### config.mk
export PLATFORM = sky130hd
export DESIGN_NAME = periph_space_decode
export DESIGN_NICKNAME = d
export VERILOG_FILES = /design/src/rtl/periph_decode_pkg.sv /design/src/rtl/periph_offset_split.sv /design/src/rtl/periph_space_decode.sv
export SDC_FILE = /design/constraint.sdc
export NUM_CORES = 1
export LEC_CHECK = 0
export CORE_UTILIZATION = 50
export DETAILED_ROUTE_END_ITERATION = 8
export DONT_BUFFER_PORTS = 1
export GPL_TIMING_DRIVEN = 0
export PLACE_DENSITY = 0.68
export SYNTH_ARGS = -nofsm -noshare
export SYNTH_HDL_FRONTEND = slang
export SYNTH_SLANG_ARGS = --single-unit
### constraint.sdc
create_clock -name i_mclk -period 2.9 [get_ports i_mclk]
set_input_delay 0.29 -clock i_mclk [delete_from_list [all_inputs] [get_ports i_mclk]]
set_output_delay 0.29 -clock i_mclk [all_outputs]
set_load 0.02 [all_outputs]
### src/rtl/periph_decode_pkg.sv
// Constants for the peripheral register space decoder
`default_nettype none
package periph_decode_pkg;
    // ****************************************
    // Address layout
    // ****************************************
    localparam int ADDR_W = 28;
    localparam int AREA_HI = 27;
    localparam int AREA_LO = 24;
    localparam int OFS_W = 9;
    localparam int REG_BYTES = 512;
    localparam int SHADOW_COUNT = 32768;
    localparam logic [3:0] PERIPH_AREA = 4'h5;
    localparam logic [27:0] CANON_BASE = 28'h5FFFE00;
    localparam logic [27:0] CANON_LAST = 28'h5FFFFFF;
    // ****************************************
    // Reset values
    // ****************************************
    localparam logic [8:0] OFS_RESET = 9'h000;
    localparam logic [27:0] ADDR_RESET = 28'h0000000;
    // ****************************************
    // Decode states
    // ****************************************
    typedef enum logic [1:0] {
        ST_IDLE = 2'b01,
        ST_HOLD = 2'b10
    } decode_state_type;
endpackage
`default_nettype wire

### src/rtl/periph_offset_split.sv
// Splits a bus address into area and register offset fields
`timescale 1ns/10ps
`default_nettype none
module periph_offset_split
    import periph_decode_pkg::*;
(
    input wire logic [ADDR_W-1:0] i_addr,
    output logic [3:0] o_area,
    output logic [OFS_W-1:0] o_offset,
    output logic o_hit
);
    // ****************************************
    // Field extraction
    // ****************************************
    assign o_area = i_addr[AREA_HI:AREA_LO]; // RL4
    assign o_offset = i_addr[OFS_W-1:0]; // RL4
    assign o_hit = (o_area == PERIPH_AREA); // RL2
endmodule
`default_nettype wire

### src/rtl/periph_space_decode.sv
// Peripheral register space address decoder
`timescale 1ns/10ps
`default_nettype none
// Summary of operation
// RL1: Canonical register window is the top 512 bytes of area 5.
// RL2: Only 512 register bytes exist; address bits 23 to 9 are ignored.
// RL3: Register set mirrors into 32k shadows, each acting like the real one.
// RL4: Decode only area bits 27 to 24 and offset bits 8 to 0.
// RL5: Masters must avoid unpopulated area 5 addresses; results undefined.
module periph_space_decode
    import periph_decode_pkg::*;
(
    input wire logic i_mclk,
    input wire logic i_reset_n,
    input wire logic i_req,
    input wire logic i_wr,
    input wire logic [ADDR_W-1:0] i_addr,
    output logic o_sel,
    output logic o_wr,
    output logic [OFS_W-1:0] o_offset,
    output logic [ADDR_W-1:0] o_canon_addr,
    output logic o_busy
);
    // ****************************************
    // Decode helpers
    // ****************************************
    function automatic logic is_state(input decode_state_type cur,
        input decode_state_type want);
        is_state = (cur == want);
    endfunction

    function automatic logic pick(input logic load, input logic fresh, input logic held);
        pick = load ? fresh : held;
    endfunction

    // ****************************************
    // State and output registers
    // ****************************************
    decode_state_type state_ff;
    decode_state_type nxt_state;
    logic sel_ff;
    logic wr_ff;
    logic [OFS_W-1:0] ofs_ff;
    logic [ADDR_W-1:0] canon_ff;

    // ****************************************
    // Shadow folding
    // ****************************************
    wire logic [ADDR_W-1:0] folded;
    genvar gi;

    generate
        for (gi = 0; gi < ADDR_W; gi++) begin : g_fold
            if ((gi >= OFS_W) && (gi < AREA_LO)) begin : g_drop
                assign folded[gi] = 1'b0; // RL2
            end else begin : g_keep
                assign folded[gi] = i_addr[gi]; // RL4
            end
        end
    endgenerate

    // ****************************************
    // Address split
    // ****************************************
    logic [OFS_W-1:0] offset;
    logic hit;

    periph_offset_split u_split (
        .i_addr(folded),
        .o_area(),
        .o_offset(offset),
        .o_hit(hit)
    );

    // ****************************************
    // State decode
    // ****************************************
    logic idle;
    logic hold;

    assign idle = is_state(state_ff, ST_IDLE);
    assign hold = is_state(state_ff, ST_HOLD);

    // ****************************************
    // Request take
    // ****************************************
    logic take;

    assign take = i_req & hit & idle; // RL2 RL4

    // ****************************************
    // Canonical address
    // ****************************************
    wire logic [ADDR_W-1:0] canon;

    generate
        for (gi = 0; gi < ADDR_W; gi++) begin : g_canon
            if (gi < OFS_W) begin : g_ofs_bit
                assign canon[gi] = offset[gi]; // RL3
            end else begin : g_base_bit
                assign canon[gi] = CANON_BASE[gi]; // RL1
            end
        end
    endgenerate

    // ****************************************
    // Next state
    // ****************************************
    always_comb begin
        nxt_state = ST_IDLE;
        case (state_ff)
            ST_IDLE: begin
                if (take) begin
                    nxt_state = ST_HOLD;
                end else begin
                    nxt_state = ST_IDLE;
                end
            end
            ST_HOLD: begin
                nxt_state = ST_IDLE;
            end
            default: begin
                nxt_state = ST_IDLE;
            end
        endcase
    end

    // ****************************************
    // Next register values
    // ****************************************
    logic nxt_sel;
    logic nxt_wr;
    wire logic [OFS_W-1:0] nxt_ofs;
    wire logic [ADDR_W-1:0] nxt_canon;

    assign nxt_sel = take;
    assign nxt_wr = pick(take, i_wr, wr_ff); // RL3

    // ****************************************
    // Held value selection
    // ****************************************
    generate
        for (gi = 0; gi < OFS_W; gi++) begin : g_nxt_ofs
            assign nxt_ofs[gi] = pick(take, offset[gi], ofs_ff[gi]); // RL3
        end
    endgenerate

    generate
        for (gi = 0; gi < ADDR_W; gi++) begin : g_nxt_canon
            assign nxt_canon[gi] = pick(take, canon[gi], canon_ff[gi]); // RL1
        end
    endgenerate

    // ****************************************
    // State register
    // ****************************************
    always_ff @(posedge i_mclk) begin
        if (!i_reset_n) begin
            state_ff <= ST_IDLE;
        end else begin
            state_ff <= nxt_state;
        end
    end

    // ****************************************
    // Select pulse
    // ****************************************
    always_ff @(posedge i_mclk) begin
        if (!i_reset_n) begin
            sel_ff <= 1'b0;
        end else begin
            sel_ff <= nxt_sel;
        end
    end

    // ****************************************
    // Write flag
    // ****************************************
    always_ff @(posedge i_mclk) begin
        if (!i_reset_n) begin
            wr_ff <= 1'b0;
        end else begin
            wr_ff <= nxt_wr;
        end
    end

    // ****************************************
    // Register offset
    // ****************************************
    always_ff @(posedge i_mclk) begin
        if (!i_reset_n) begin
            ofs_ff <= OFS_RESET;
        end else begin
            ofs_ff <= nxt_ofs;
        end
    end

    // ****************************************
    // Canonical address register
    // ****************************************
    always_ff @(posedge i_mclk) begin
        if (!i_reset_n) begin
            canon_ff <= ADDR_RESET;
        end else begin
            canon_ff <= nxt_canon;
        end
    end

    // ****************************************
    // Select outputs
    // ****************************************
    assign o_sel = sel_ff;
    assign o_wr = wr_ff;
    assign o_offset = ofs_ff;
    assign o_canon_addr = canon_ff;

    // ****************************************
    // Status output
    // ****************************************
    assign o_busy = hold;
endmodule
`default_nettype wire

==> results.txt <==
result of the run = finished clean
Yosys warning total = 0
final RePlAce weighted congestion = 0.592
worst-case vdd ir drop = 0.282 mV
Worst Setup SP = o_canon_addr[9]
count of cell types in the netlist = 13
accumulated negative setup slack = 0 ns
initial core utilization = 55.6%
share of cells above drive strength 1 = 36.8%
Period Utilization, post-route = 53.6%
buffers plus inverters on the worst setup path = 1
unrepaired setup endpoints after global routing = no
element type at the critical path end = output port
class of the tightest hold or removal check = in -> reg
cells traversed along the worst timing path = buf_4
global-route wire length before repair = 1570 µm
overall fraction of global-route tracks in use = 14.7%
count of state elements after synthesis = 14
required time at the worst-slack endpoint = 2.61 ns
hold violation total from the final report = 0
maximum number of pins on one net before global-route repair = 19
leakage component of the power = 0.000366 µW
maximum clock insertion buffer count = 2
latest clock arrival within the worst-skew pair = 0.27 ns
Post-route DRC = 0
post-synthesis cell area = 751 µm²
num ports = 72
list of most frequent post-synthesis cells = buf_4, nand2_1, dfxtp_1
type of origin of the critical path = flop
HPWL Detailed = 862 µm
Metal-1 WL = 467 µm
row cnt = 13
ratio of routed vias to standard cells = 4.94
Yosys top cell area share = 37.3%
# clock sinks = 14
max-cap violation count = 0
chip width = 40.8 µm
CTS Hold Bufs = 0
end point of the critical path = o_canon_addr[19]
Post-synth EDFFs = 0
via count of the first global-routing pass = 384
number of port buffers = 0
H-tree lvl count = 1
most instantiated flip-flop cell in the synthesis netlist = dfxtp_1
uppermost metal layer occupied by signal nets = met4
clock input transition at the sequential cells of the worst setup and hold paths = 0.08 ns
met3 routed WL = 99 µm
Min Clock Period, post-route = 1.55 ns
Slowest cell on crit path = dfxtp_1
core footprint = 1350 µm²
Inserted Diodes = 0
antenna violations before repair = 0
number of design-rule violations left by the first detailed-router iteration = 5
ys async rst share = 0%
number of setup buffers added after CTS = 0
pwr/cell area = 427 nW/µm²
largest area contributor in the synthesized netlist = dfxtp_1
cell class contributing the biggest share of worst-path delay = flip-flops
number of cells traversed by the worst register-to-register path = 4
type of the worst setup path = reg -> out
CTS-repair resized insts = 0
Detailed Route WL = 1110 µm
cts bufs inserted = 3
number of max-slew violations in the final report = 0
Tightest Pin Transition = 0.649 ns
height of the die = 40.8 µm
clock tree root driver cell = clkbuf_4
biggest cell delay along the critical path = 0.74 ns
CTS tree = built
Syn-to-layout area delta = 6.00%
hold_ws = 0.157 ns
number of nets in the finished design = 121
Synth Area per Inst = 9.04 µm²
count of final setup violators = 0
cells after synthesis = 83
proportion of synthesized chip area in sequential cells = 37.3%
Area contributors post-synth = dfxtp_1, buf_4, mux2i_1
critical path peak fanout = 18
Worst Clk Skew = 0.00390 ns
worst reg2reg path startpoint = state_ff[1]
overall die area = 1660 µm²
max frequency = 643 MHz
post-layout total power = 340 µW
cell with the most instances after synthesis = buf_4
routed length per instance = 10.9 µm
Post-DRT Antenna Nets = 0
worst relative slew slack = 56.7%
arrival time at the worst endpoint = 1.26 ns
total stage count of the critical path = 1
Remaining Overflow, GRT = 0
r2r endpoint = o_wr
total number of vias = 504
total length of routed met2 wires = 535 µm
FF-to-FF setup slack = 1.82 ns
Initial DRT Pass Iterations = 2
## area by class of cell
class / instances / area (µm²)
Buffer: 31 / 241
Sequential cell: 14 / 280
Tap cell: 15 / 18.8
Clock buffer: 3 / 22.5
Multi-Input combinational cell: 39 / 233
Fill cell: 133 / 554
## cells by family after synthesis
kind of cell / after synthesis / synth area share, %
buf+inv: 31 / 32.2
simple gates: 26 / 15.7
flops: 14 / 37.3
mux: 10 / 13.3
compound gates: 1 / 1.00
other cells: 1 / 0.500
## registers in the layout (all words and copies together), names as in the netlist
| signal | cells |
|---|---|
| o_offset | 8 |
| o_canon_addr | 2 |
| state_ff | 2 |
| o_wr | 1 |
| o_sel | 1 |
## per-layer routing
layer | up-vias | GRT usage [%]
li1 | 242 | -
met1 | 230 | 17.7
met2 | 30 | 23.0
met3 | 2 | 3.26
met4 | 0 | 10.0
met5 | - | 0
## power breakdown
group | switching, µW | internal, µW
Sequential | 5.48 | 195
Combinational | 20.5 | 15.5
Clock | 56.2 | 47.9
Total | 82.2 | 258
## worst min path at each step
stage | start | endpoint | slack [ns] | cells past startpoint
4_1_cts | i_addr[4] | o_offset[4] | 0.15 | 2
3_3_place_gp | i_addr[2] | o_offset[2] | 0.44 | 2
6_report | i_addr[4] | o_offset[4] | 0.16 | 2
3_5_place_dp | i_addr[4] | o_offset[4] | 0.44 | 2
2_1_floorplan | i_wr | o_wr | 0.43 | 2
5_1_grt | i_addr[0] | o_offset[0] | 0.15 | 2
## metrics by stage
stage	instance area, µm²	cells	setup slack (ns)	util (%)
after detailed placement	773	99	1.59	57.3
after CTS	796	102	1.32	58.9
final	796	102	1.35	58.9
after global routing	796	102	1.20	58.9
after floorplan	754	84	1.69	-
after global placement	773	99	1.64	57.3
## cells in the final DEF (no fill, tap or decap)
master     n
buf_4     27
nand2_1   21
dfxtp_1   14
mux2i_1   10
clkbuf_4   3
clkbuf_1   2
and2_1     2
conb_1     2
nor2b_1    1
nor4bb_1   1
and4b_1    1
buf_6      1
buf_12     1
o21a_1     1
Note: power is estimated with default switching activity, not from simulation.
